## src/hdl/pic_pkg.sv

```systemverilog
// constants and types for the pulse input conditioner
// Functional notes
// - single-edge mode (default) turns exactly one transition per pulse into an event.
// - transition mode reports every debounced rise and fall as separate events.
// - normal polarity (default) counts the open-to-closed change as the event.
// - inverting polarity counts the closed-to-open change as the event.
// - polarity is ignored while transition mode is selected.
// - new level accepted only after stable for debounce time, 1-100 ms, default 10.
// - one debounce time shared by all inputs; writing it updates every input.
// - events route to setpoint status indications or to a general pulse counter.
// - events may also route to billing and time-of-use accumulators.
package pic_pkg;
	localparam int          NUM_INPUTS    = 4;
	localparam int          CLK_HZ        = 40000000;
	localparam int          TICK_MS       = 1;
	localparam int          MS_CYCLES     = CLK_HZ / 1000 * TICK_MS;
	localparam logic [6:0]  DEBOUNCE_MIN  = 7'h01;
	localparam logic [6:0]  DEBOUNCE_MAX  = 7'h64;
	localparam logic [6:0]  DEBOUNCE_RST  = 7'h0A;
	// register byte offsets
	localparam logic [7:0]  OFF_MODE      = 8'h00;
	localparam logic [7:0]  OFF_POLARITY  = 8'h04;
	localparam logic [7:0]  OFF_DEBOUNCE  = 8'h08;
	localparam logic [7:0]  OFF_ROUTE     = 8'h0C;
	localparam logic [7:0]  OFF_LEVEL     = 8'h10;
	localparam logic [7:0]  OFF_STATUS    = 8'h14;
	localparam logic [7:0]  OFF_CLEAR     = 8'h18;
	localparam logic [7:0]  OFF_ENABLE    = 8'h1C;
	localparam logic [7:0]  OFF_COUNT0    = 8'h20;
	localparam logic [1:0]  ROUTE_SETPOINT = 2'h0;
	localparam logic [1:0]  ROUTE_COUNTER  = 2'h1;
	localparam logic [1:0]  ROUTE_BILLING  = 2'h2;
	localparam logic [1:0]  RESP_OKAY     = 2'h0;
	localparam logic [1:0]  RESP_SLVERR   = 2'h2;
	typedef enum logic [1:0] {IDLE, WAITING} rdState_t;
endpackage : pic_pkg

```

## src/hdl/pulse_input_conditioner.sv

```systemverilog
// digital input conditioner with AXI4-Lite registers and event routing
//
// The register addresses and the AXI4-Lite interface to the registers are this design's own decisions.
`timescale 1ns/100ps
`default_nettype none
module pulse_input_conditioner
	import pic_pkg::*;
(
	input  wire logic                  clk,            // 40 MHz system clock
	input  wire logic                  arst_n,         // async reset, active low
	input  wire logic [NUM_INPUTS-1:0] contactIn,      // raw contacts, 1 = closed
	input  wire logic                  s_axi_awvalid,  // write address valid
	output logic                       s_axi_awready,  // write address ready
	input  wire logic [7:0]            s_axi_awaddr,   // write address
	input  wire logic                  s_axi_wvalid,   // write data valid
	output logic                       s_axi_wready,   // write data ready
	input  wire logic [31:0]           s_axi_wdata,    // write data
	input  wire logic [3:0]            s_axi_wstrb,    // byte enables
	output logic                       s_axi_bvalid,   // write response valid
	input  wire logic                  s_axi_bready,   // write response ready
	output logic [1:0]                 s_axi_bresp,    // write response
	input  wire logic                  s_axi_arvalid,  // read address valid
	output logic                       s_axi_arready,  // read address ready
	input  wire logic [7:0]            s_axi_araddr,   // read address
	output logic                       s_axi_rvalid,   // read data valid
	input  wire logic                  s_axi_rready,   // read data ready
	output logic [31:0]                s_axi_rdata,    // read data
	output logic [1:0]                 s_axi_rresp,    // read response
	output logic [NUM_INPUTS-1:0]      setpointEvent,  // status-change strobes
	output logic [NUM_INPUTS-1:0]      billingPulse,   // billing/time-of-use strobes
	output logic                       irq             // level interrupt
);
	logic [NUM_INPUTS-1:0] transitionMode, polarity, level, strobe;
	logic [NUM_INPUTS-1:0] status, enable;
	logic [6:0]            debounceMs;
	logic [2*NUM_INPUTS-1:0] route;
	logic [31:0]           counter [NUM_INPUTS];
	logic [15:0]           msCount;
	logic                  msTick;

	// millisecond tick divider
	logic [15:0] next_msCount;
	logic        next_msTick;
	always_comb begin
		next_msTick  = 1'b0;
		next_msCount = msCount + 16'h0001;
		if (msCount == 16'(MS_CYCLES - 1)) begin
			next_msCount = 16'h0000;
			next_msTick  = 1'b1;
		end
	end
	always_ff @(posedge clk or negedge arst_n) begin
		if (!arst_n) begin
			msCount <= 16'h0000;
			msTick  <= 1'b0;
		end else begin
			msCount <= next_msCount;
			msTick  <= next_msTick;
		end
	end

	for (genvar i = 0; i < NUM_INPUTS; i++) begin : g_in
		input_debouncer u_deb (
			.clk            (clk),
			.arst_n         (arst_n),
			.rawIn          (contactIn[i]),
			.msTick         (msTick),
			.debounceMs     (debounceMs),
			.transitionMode (transitionMode[i]),
			.invert         (polarity[i]),
			.level          (level[i]),
			.eventStrobe    (strobe[i])
		);
	end

	function automatic logic [1:0] routeOf(input logic [2*NUM_INPUTS-1:0] r, input int idx);
		routeOf = r[2*idx +: 2];
	endfunction : routeOf

	function automatic logic [31:0] mergeBytes(input logic [31:0] old, input logic [31:0] d,
		input logic [3:0] be);
		for (int b = 0; b < 4; b++) begin
			if (be[b]) old[8*b +: 8] = d[8*b +: 8];
		end
		mergeBytes = old;
	endfunction : mergeBytes

	// write channel: address and data taken in either order
	logic        awHeld, wHeld, next_awHeld, next_wHeld;
	logic [7:0]  awAddr, next_awAddr;
	logic [31:0] wData, next_wData;
	logic [3:0]  wStrb, next_wStrb;
	logic        next_bvalid;
	logic [1:0]  next_bresp;
	logic        doWrite;
	logic [31:0] merged;
	always_comb begin
		next_awHeld = awHeld;
		next_wHeld  = wHeld;
		next_awAddr = awAddr;
		next_wData  = wData;
		next_wStrb  = wStrb;
		next_bvalid = s_axi_bvalid;
		next_bresp  = s_axi_bresp;
		doWrite     = 1'b0;
		merged      = 32'h00000000;
		if (s_axi_awvalid && s_axi_awready) begin
			next_awHeld = 1'b1;
			next_awAddr = s_axi_awaddr;
		end
		if (s_axi_wvalid && s_axi_wready) begin
			next_wHeld = 1'b1;
			next_wData = s_axi_wdata;
			next_wStrb = s_axi_wstrb;
		end
		if (s_axi_bvalid && s_axi_bready) begin
			next_bvalid = 1'b0;
		end
		if (awHeld && wHeld && !s_axi_bvalid) begin
			doWrite     = 1'b1;
			next_awHeld = 1'b0;
			next_wHeld  = 1'b0;
			next_bvalid = 1'b1;
			next_bresp  = RESP_OKAY;
			case (awAddr)
				OFF_MODE, OFF_POLARITY, OFF_DEBOUNCE, OFF_ROUTE,
				OFF_CLEAR, OFF_ENABLE: next_bresp = RESP_OKAY;
				default:               next_bresp = RESP_SLVERR;
			endcase
		end
		case (awAddr)
			OFF_MODE:     merged = mergeBytes(32'(transitionMode), wData, wStrb);
			OFF_POLARITY: merged = mergeBytes(32'(polarity), wData, wStrb);
			OFF_DEBOUNCE: merged = mergeBytes(32'(debounceMs), wData, wStrb);
			OFF_ROUTE:    merged = mergeBytes(32'(route), wData, wStrb);
			OFF_ENABLE:   merged = mergeBytes(32'(enable), wData, wStrb);
			OFF_CLEAR:    merged = mergeBytes(32'h00000000, wData, wStrb);
			default:      merged = 32'h00000000;
		endcase
	end

	// configuration, status and counters
	logic [NUM_INPUTS-1:0]   next_mode, next_pol, next_status, next_enable;
	logic [6:0]              next_debounce;
	logic [2*NUM_INPUTS-1:0] next_route;
	logic [31:0]             next_counter [NUM_INPUTS];
	logic [NUM_INPUTS-1:0]   next_setpoint, next_billing;
	always_comb begin
		next_mode     = transitionMode;
		next_pol      = polarity;
		next_debounce = debounceMs;
		next_route    = route;
		next_enable   = enable;
		next_status   = status;
		next_setpoint = '0;
		next_billing  = '0;
		for (int i = 0; i < NUM_INPUTS; i++) begin
			next_counter[i] = counter[i];
		end
		if (doWrite) begin
			case (awAddr)
				OFF_MODE:     next_mode   = merged[NUM_INPUTS-1:0];
				OFF_POLARITY: next_pol    = merged[NUM_INPUTS-1:0];
				OFF_ROUTE:    next_route  = merged[2*NUM_INPUTS-1:0];
				OFF_ENABLE:   next_enable = merged[NUM_INPUTS-1:0];
				OFF_CLEAR:    next_status = status & ~merged[NUM_INPUTS-1:0];
				OFF_DEBOUNCE: begin
					// out-of-range values are clamped, never zero
					if (merged[6:0] < DEBOUNCE_MIN || merged[31:7] != '0) begin
						next_debounce = (merged[31:7] != '0) ? DEBOUNCE_MAX : DEBOUNCE_MIN;
					end else if (merged[6:0] > DEBOUNCE_MAX) begin
						next_debounce = DEBOUNCE_MAX;
					end else begin
						next_debounce = merged[6:0];
					end
				end
				default: next_mode = transitionMode;
			endcase
		end
		// set wins over a same-cycle clear
		next_status = next_status | strobe;
		for (int i = 0; i < NUM_INPUTS; i++) begin
			if (strobe[i]) begin
				case (routeOf(route, i))
					ROUTE_SETPOINT: next_setpoint[i] = 1'b1;
					ROUTE_COUNTER:  next_counter[i]  = counter[i] + 32'h00000001;
					ROUTE_BILLING:  next_billing[i]  = 1'b1;
					default:        next_setpoint[i] = 1'b0;
				endcase
			end
		end
	end
	always_ff @(posedge clk or negedge arst_n) begin
		if (!arst_n) begin
			transitionMode <= '0;
			polarity       <= '0;
			debounceMs     <= DEBOUNCE_RST;
			route          <= '0;
			enable         <= '0;
			status         <= '0;
			setpointEvent  <= '0;
			billingPulse   <= '0;
			irq            <= 1'b0;
			awHeld         <= 1'b0;
			wHeld          <= 1'b0;
			awAddr         <= 8'h00;
			wData          <= 32'h00000000;
			wStrb          <= 4'h0;
			s_axi_bvalid   <= 1'b0;
			s_axi_bresp    <= RESP_OKAY;
			for (int i = 0; i < NUM_INPUTS; i++) counter[i] <= 32'h00000000;
		end else begin
			transitionMode <= next_mode;
			polarity       <= next_pol;
			debounceMs     <= next_debounce;
			route          <= next_route;
			enable         <= next_enable;
			status         <= next_status;
			setpointEvent  <= next_setpoint;
			billingPulse   <= next_billing;
			irq            <= |(next_status & next_enable);
			awHeld         <= next_awHeld;
			wHeld          <= next_wHeld;
			awAddr         <= next_awAddr;
			wData          <= next_wData;
			wStrb          <= next_wStrb;
			s_axi_bvalid   <= next_bvalid;
			s_axi_bresp    <= next_bresp;
			for (int i = 0; i < NUM_INPUTS; i++) counter[i] <= next_counter[i];
		end
	end

	// ready while nothing of that channel is held
	always_ff @(posedge clk or negedge arst_n) begin
		if (!arst_n) begin
			s_axi_awready <= 1'b0;
			s_axi_wready  <= 1'b0;
		end else begin
			s_axi_awready <= !next_awHeld && !(s_axi_awvalid && s_axi_awready);
			s_axi_wready  <= !next_wHeld && !(s_axi_wvalid && s_axi_wready);
		end
	end

	// read channel
	rdState_t    rdState, next_rdState;
	logic [31:0] next_rdata;
	logic [1:0]  next_rresp;
	logic        next_arready;
	always_comb begin
		next_rdState = rdState;
		next_rdata   = s_axi_rdata;
		next_rresp   = s_axi_rresp;
		next_arready = s_axi_arready;
		case (rdState)
			IDLE: begin
				next_arready = 1'b1;
				if (s_axi_arvalid && s_axi_arready) begin
					next_arready = 1'b0;
					next_rdState = WAITING;
					next_rresp   = RESP_OKAY;
					next_rdata   = 32'h00000000;
					case (s_axi_araddr)
						OFF_MODE:     next_rdata = 32'(transitionMode);
						OFF_POLARITY: next_rdata = 32'(polarity);
						OFF_DEBOUNCE: next_rdata = 32'(debounceMs);
						OFF_ROUTE:    next_rdata = 32'(route);
						OFF_LEVEL:    next_rdata = 32'(level);
						OFF_STATUS:   next_rdata = 32'(status);
						OFF_ENABLE:   next_rdata = 32'(enable);
						OFF_CLEAR:    next_rdata = 32'h00000000;
						default: begin
							if (s_axi_araddr >= OFF_COUNT0 &&
								s_axi_araddr < OFF_COUNT0 + 8'(4 * NUM_INPUTS) &&
								s_axi_araddr[1:0] == 2'h0) begin
								next_rdata = counter[2'(s_axi_araddr[7:2] - OFF_COUNT0[7:2])];
							end else begin
								next_rresp = RESP_SLVERR;
							end
						end
					endcase
				end
			end
			WAITING: begin
				if (s_axi_rready) begin
					next_rdState = IDLE;
					next_arready = 1'b1;
				end
			end
			default: next_rdState = IDLE;
		endcase
	end
	always_ff @(posedge clk or negedge arst_n) begin
		if (!arst_n) begin
			rdState       <= IDLE;
			s_axi_rdata   <= 32'h00000000;
			s_axi_rresp   <= RESP_OKAY;
			s_axi_arready <= 1'b0;
			s_axi_rvalid  <= 1'b0;
		end else begin
			rdState       <= next_rdState;
			s_axi_rdata   <= next_rdata;
			s_axi_rresp   <= next_rresp;
			s_axi_arready <= next_arready;
			s_axi_rvalid  <= (next_rdState == WAITING);
		end
	end
endmodule : pulse_input_conditioner
`default_nettype wire

```

## src/hdl/input_debouncer.sv

```systemverilog
// one input: synchroniser, debounce timer and edge strobes
`timescale 1ns/100ps
`default_nettype none
module input_debouncer
	import pic_pkg::*;
(
	input  wire logic       clk,          // system clock
	input  wire logic       arst_n,       // async reset, active low
	input  wire logic       rawIn,        // contact level, 1 = closed
	input  wire logic       msTick,       // one-cycle millisecond enable
	input  wire logic [6:0] debounceMs,   // shared debounce time
	input  wire logic       transitionMode, // both edges count
	input  wire logic       invert,       // closed-to-open counts
	output logic            level,        // debounced level
	output logic            eventStrobe   // one-cycle event
);
	logic       sync1, sync2, next_level, next_event;
	logic [6:0] stableMs, next_stableMs;

	always_comb begin
		next_level    = level;
		next_event    = 1'b0;
		next_stableMs = stableMs;
		if (sync2 == level) begin
			next_stableMs = 7'h00;
		end else if (msTick) begin
			// the first tick after a change can follow it at once, so wait one tick more
			if (stableMs >= debounceMs) begin
				next_level    = sync2;
				next_stableMs = 7'h00;
				if (transitionMode) begin
					next_event = 1'b1;
				end else begin
					next_event = sync2 ^ invert;
				end
			end else begin
				next_stableMs = stableMs + 7'h01;
			end
		end
	end

	always_ff @(posedge clk or negedge arst_n) begin
		if (!arst_n) begin
			sync1       <= 1'b0;
			sync2       <= 1'b0;
			level       <= 1'b0;
			eventStrobe <= 1'b0;
			stableMs    <= 7'h00;
		end else begin
			sync1       <= rawIn;
			sync2       <= sync1;
			level       <= next_level;
			eventStrobe <= next_event;
			stableMs    <= next_stableMs;
		end
	end
endmodule : input_debouncer
`default_nettype wire

```

## config.mk

```make
export PLATFORM = sky130hd
export DESIGN_NAME = pulse_input_conditioner
export DESIGN_NICKNAME = d
export VERILOG_FILES = /design/src/hdl/pic_pkg.sv /design/src/hdl/pulse_input_conditioner.sv /design/src/hdl/input_debouncer.sv
export SDC_FILE = /design/constraint.sdc
export NUM_CORES = 1
export LEC_CHECK = 0
export ABC_CLOCK_PERIOD_IN_PS = 6320
export BUFFER_PORTS_ARGS = -buffer_cell sky130_fd_sc_hd__buf_2
export CAP_MARGIN = 10
export CORE_MARGIN = 2
export CORE_UTILIZATION = 35
export CTS_BUF_LIST = sky130_fd_sc_hd__clkbuf_2
export DETAILED_ROUTE_END_ITERATION = 8
export HOLD_SLACK_MARGIN = 0.1
export PLACE_DENSITY = 0.52
export SLEW_MARGIN = 20
export SYNTH_ARGS = -nofsm -noshare
export SYNTH_HDL_FRONTEND = slang
export SYNTH_SLANG_ARGS = --single-unit
```

## constraint.sdc

```tcl
create_clock -name clk -period 6.32 [get_ports clk]
set_input_delay 1.58 -clock clk [delete_from_list [all_inputs] [get_ports clk]]
set_output_delay 1.58 -clock clk [all_outputs]
set_load 0.02 [all_outputs]
```

# Yosys cells after proc, flatten, opt, wreduce, memory -nomap -nowiden
# Cells that the tools add are included.
word_totals:
  reg_bits: 318
  input_bits: 63
  out_inout_bits: 50
  wordCells: 241
op_classes:
  n_addsub: 10
  n_lt_le_gt_ge: 9
  n_eq_ne: 28
  mux: 84
  n_bitwise: 13
  n_reduce_logical: 48
ops:
  columns: ["operator", "count"]
  rows:
  - ["case mux 32 bit (8 select lines)", 1]
  - ["case mux 32 bit (6 select lines)", 1]
  - ["adder 32 x 1 -> 32 bit, second input constant", 4]
  - ["two-way mux 7 bit", 15]
  - ["two-way mux 32 bit", 3]
  - ["two-way mux 8 bit", 9]
  - ["binary-select mux 32 bit (select 2 bit)", 1]
  - ["== test 8 x 5 -> 1 bit, second input constant", 6]
  - ["two-way mux 1 bit", 42]
  - ["== test 8 x 4 -> 1 bit, second input constant", 4]
  - ["adder 7 x 1 -> 7 bit, second input constant", 4]
  - [">= comparator 7 bit", 4]
  - ["nonzero test 25 bit", 1]
  - ["AND reduction 2 bit", 10]
  - ["adder 16 x 1 -> 16 bit, second input constant", 1]
  - ["== test 16 bit, second input constant", 1]
  - ["== test 8 x 3 -> 1 bit, second input constant", 2]
  - ["zero test 8 bit", 2]
  - ["two-way mux 16 bit", 1]
  - ["two-way mux 4 bit", 4]
  - ["== test 2 x 1 -> 1 bit, second input constant", 6]
  - ["zero test 2 bit", 6]
  - ["AND reduction 3 bit", 4]
  - ["nonzero test 2 bit", 6]
  - ["24 further kinds", 54]

# Longest topological paths before layout
depth:
  word_depth: 9
  ltp_mapped: 9
  mapped_depth_nobuf: 8

# Hierarchy
# From an unflattened synthesis, not the netlist that was laid out.
unflattened:
  hier_cells: 1333
  hier_area_um2: 15331.0
modules_own_cells:
  columns: ["mod", "instances", "cells_each", "area_each_um2", "seq_area_each_um2"]
  rows:
  - ["pulse_input_conditioner", 1, 1057, 12638.4, 6809.0]
  - ["input_debouncer", 4, 69, 673.1, 275.3]

# Worst setup path after synthesis
# Ideal clock, no wire load.
synth_path:
  kind: "in2reg"
  from: "input s_axi_araddr[7]"
  to: "register s_axi_rdata[26]"
  setup_time_ns: 0.083
  t_arrival_ns: 3.251
  required_ns: 6.237
  setup_slack_ns: 2.986
  stages: 7
  path_buffers: 2
  path_cell_list: "or3_1 -> or3_1 -> clkbuf_1 -> nor2_1 -> clkbuf_1 -> nand2_1 -> o21ai_0"
synth_via:
  elab_chain_cells: 5
  word_cells_on_any_way: 14
  cone_classes: "order compare (2); eq/ne (7); mux (2); reduce/logical (3)"
synth_rtl:
  columns: ["element", "line", "text"]
  rows:
  - ["start, declared", "pulse_input_conditioner.sv:24", "input wire logic [7:0] s_axi_araddr,"]
  - [">= comparator 8 x 6 -> 1 bit or < comparator 8 x 6 -> 1 bit (tied branches)", "pulse_input_conditioner.sv:272, pulse_input_conditioner.sv:273", null]
  - ["logical AND 1 bit", "pulse_input_conditioner.sv:272", "if (s_axi_araddr >= OFF_COUNT0 &&"]
  - ["logical AND 1 bit", "pulse_input_conditioner.sv:273", "s_axi_araddr < OFF_COUNT0 + 8'(4 * NUM_INPUTS) &&"]
  - ["two-way mux 32 bit", "pulse_input_conditioner.sv:272", null]
  - ["case mux 32 bit (8 select lines) *", "pulse_input_conditioner.sv:262", "case (s_axi_araddr)"]
  - ["end signal, assigned", "pulse_input_conditioner.sv:301", "s_axi_rdata <= next_rdata;"]
  - ["end, declared", "pulse_input_conditioner.sv:27", "output logic [31:0] s_axi_rdata,"]
# Mark *: on every way between the ends. The rest lies on a longest branch, timed or not.
# A chain may end at the register's enable or synchronous reset.

# Worst setup path after layout
layout_path:
  from: "register s_axi_rdata[2]"
  to: "output s_axi_rdata[2]"
# No word-level cell between the ends.

==> out/metrics.csv <==
metric;value;unit
Final Setup Violations;0;
cts repair resizes;0;
crit path time final;3.22;ns
relative slew slack;29.8;%
vias in the first global route;11000;
layout cells sized above 1;24.3;%
Pre-Repair DR Iteration Count;7;
Worst path depth;1;
CTS clock-pin slew for the worst setup and hold paths;0.09;ns
IO Port Bufs;110;
DRT Wirelength;37.7;mm
CTS tree;done;
worst skew pair latency;1.01;ns
CTS root buf;clkbuf_2;
GRT Total Usage;17.3;%
largest net degree at the start of global routing;127;
total number of vias;10900;
result of the run;finished clean;
Mapped Avg Cell Area;11.4;sq um
Post-DRT Antenna Nets;0;
CTS buffer count;89;
Post-CTS Setup Bufs;0;
initial DRC count;592;
Post-synth EDFFs;0;
area of the multi-input gates;0.00713;sq mm
core area;0.0432;sq mm
Critical Path Sink;s_axi_rdata[2];
critical path's top delay family;flip-flops;
die width;213;um
Slowest-stage cell, CP;dfrtp_1;
fin crit share;51.0;%
count of final hold-check violations;0;
DRC Markers;0;
Final Util;40.2;%
clock skew;0.0724;ns
Cell variety after synth;65;
Die ar.;0.0454;sq mm
post-synthesis sequential area ratio;51.7;%
pwr dens;265;mW/mm^2
Seq. cell area;0.00791;sq mm
vias per cell;5.04;
crit-path cells;buf_2;
CP max stage delay;0.44;ns
Arrival @ worst endpoint;1.64;ns
row cnt;76;
CP max FO;2;
Pleak;7.98;nW
max cap viols;0;
Least-Margin Pin Slew;1.04;ns
crit path capture type;output port;
share of the synthesized area in the top cell type;51.3;%
Reg2Reg Depth;6;
worst vdd ir;0.180;mV
Crit path buffers/inverters;1;
first-pass GRT wire length;60.5;mm
cells after synthesis;1343;
CP startpoint;s_axi_rdata[2];
r2r startpoint;counter[39];
global route overflow;0;
ranking of synthesized cells by area;dfrtp_1 51%, xnor2_1 6.1%, mux2_2 5.4%, mux4_2 5.3%, nand2_1 3.6%;
RSZ-0062 raised after global routing;false;
gpl congestion;0.824;
worst-case clock buffer depth;3;
hold_buf cts;0;
Synth Flop Type;dfrtp_1;
fmax;310;MHz
initial antenna violation count;4;
Final nets;1613;
area delta synth->final;13.2;%
Post-DP HPWL;26.4;mm
Final TNS setup;0;ns
yosys warns;0;
Critical R2R Capture;counter[63];
Chip Height;213;um
critical path class;register to output port;
initial core utilization;35.5;%
fin. max-slew vios;0;
async set-reset flop share out of synthesis;100;%
fillcell total;4293;
clk sinks;316;
Mapped Area;0.0153;sq mm
Worst Setup Start Kind;register;
CP required;4.74;ns
DR WL/cell;17.5;um
number of synthesized register bits;316;
FF-to-FF setup slack;3.34;ns
I/O Pins;113;
H-tree level count;3;
Hold Crit Class;register to register;
area leader, netlist;dfrtp_1;
routing by layer:
layer / vias to the layer above / global-route usage, % / share of wire [%]
met3: 78 / 5.22 / 6.5
met5: - / 0 / 0.061
met4: 4 / 6.61 / 2.5
li1: 5202 / - / -
met2: 275 / 25.6 / 44
met1: 5312 / 23.7 / 47
power by group:
group | switching, mW | internal, mW | leakage (nW) | total (mW)
clock network | 0.877 | 0.610 | 0.592 | 1.49
logic | 0.391 | 0.317 | 3.14 | 0.707
registers | 0.191 | 2.20 | 4.25 | 2.39
total | 1.46 | 3.13 | 7.98 | 4.59
state kept, by name (all words and copies together) (netlist names), 2 cells and up:
signal	cells
counter	128
billingPulse	4
s_axi_rdata	32
g_in.u_deb.level	4
polarity	4
debounceMs	7
rdState	2
transitionMode	4
g_in.u_deb.sync2	4
g_in.u_deb.stableMs	28
g_in.u_deb.sync1	4
enable	4
wStrb	4
awAddr	8
route	8
msCount	16
g_in.u_deb.eventStrobe	4
setpointEvent	4
status	4
wData	32
worst min-delay path by stage:
stage	start	end	slack, ns	depth (start not counted)
after floorplan	g_in[0].u_deb.sync1	g_in[0].u_deb.sync2	0.33	0
after global placement	g_in[2].u_deb.sync1	g_in[2].u_deb.sync2	0.33	0
after detailed placement	g_in[1].u_deb.sync1	g_in[1].u_deb.sync2	0.34	0
after CTS	g_in[3].u_deb.sync1	g_in[3].u_deb.sync2	0.35	0
after global routing	g_in[2].u_deb.sync1	g_in[2].u_deb.sync2	0.37	0
final	g_in[2].u_deb.sync1	g_in[2].u_deb.sync2	0.35	0
final cells by class:
class                      count  area share (%)
multi-input combinational    951            41.1
clock buffer                 125            3.61
sequential                   316            45.6
tap                          585            4.22
clock inverter                24           0.902
inverter                      34           0.736
antenna                        1          0.0144
timing repair buffer         121            3.78
per-stage QoR:
stage                     hold slack (ns)  area, sq um  cells  power [mW]  setup WS (ns)
after detailed placement            0.336        16500   2007        3.15           2.41
final                               0.352        17300   2157        4.59           3.10
after CTS                           0.351        17300   2156        4.68           2.92
after global placement              0.333        16500   2007        3.13           2.51
after global routing                0.371        17300   2157        4.89           2.91
after floorplan                     0.331        15300   1345        2.89           2.99
cells by family (layout without fill, tap and decap cells):
family	count (synthesis)	count (layout)	share of synthesized area, %
muxes	127	127	11.8
xor gates and xnor gates	151	151	8.64
DFF	316	316	51.7
buffers and inverters	78	304	2.00
AOI/OAI and AO/OA	162	162	7.03
other	1	4	0.0245
and+or+nand+nor	471	471	15.8
adders and majority gates	37	37	3.02
worst register-to-register path, cell delays in order (launching register included):
cell and delay [ns]:
dfrtp_1 0.53, nand4_1 0.25, nor4_1 0.88, nand2_1 0.25, nor3_1 0.58, nand4_1 0.21, xnor2_1 0.16
cells in the final DEF, fill, tap and decap left out, types with 6 or more instances in the layout:
cell | Yosys | final
dfrtp_1 | 314 | 314
nand2_1 | 145 | 145
clkbuf_2 | 1 | 125
buf_2 | 4 | 109
xnor2_1 | 106 | 106
mux2_2 | 74 | 74
nor2_1 | 71 | 70
nand3_1 | 52 | 51
o21ai_0 | 45 | 45
xor2_1 | 45 | 45
nand4_1 | 41 | 41
ha_1 | 37 | 37
mux4_2 | 36 | 36
inv_1 | 33 | 33
and3_1 | 31 | 31
a21oi_1 | 29 | 29
nand2b_1 | 25 | 25
nor3_1 | 24 | 24
a31oi_1 | 22 | 22
mux2i_1 | 17 | 17
clkinv_1 | 1 | 17
a22o_1 | 13 | 13
nor2b_1 | 12 | 12
a21o_1 | 12 | 12
nor4_1 | 12 | 12
buf_4 | 2 | 10
and4_1 | 9 | 9
and2_1 | 7 | 7
and3b_1 | 6 | 6
Yosys cell counts (7+ instances only):
| master | number |
|---|---|
| a21o_1 | 12 |
| a21oi_1 | 29 |
| a22o_1 | 13 |
| a31oi_1 | 22 |
| and2_1 | 7 |
| and3_1 | 31 |
| and4_1 | 9 |
| clkbuf_1 | 31 |
| dfrtp_1 | 314 |
| ha_1 | 37 |
| inv_1 | 33 |
| mux2_2 | 74 |
| mux2i_1 | 17 |
| mux4_2 | 36 |
| nand2_1 | 145 |
| nand2b_1 | 25 |
| nand3_1 | 52 |
| nand4_1 | 41 |
| nor2_1 | 71 |
| nor2b_1 | 12 |
| nor3_1 | 24 |
| nor4_1 | 12 |
| o21ai_0 | 45 |
| xnor2_1 | 106 |
| xor2_1 | 45 |
No activity file was read; power rests on OpenSTA's default activity.
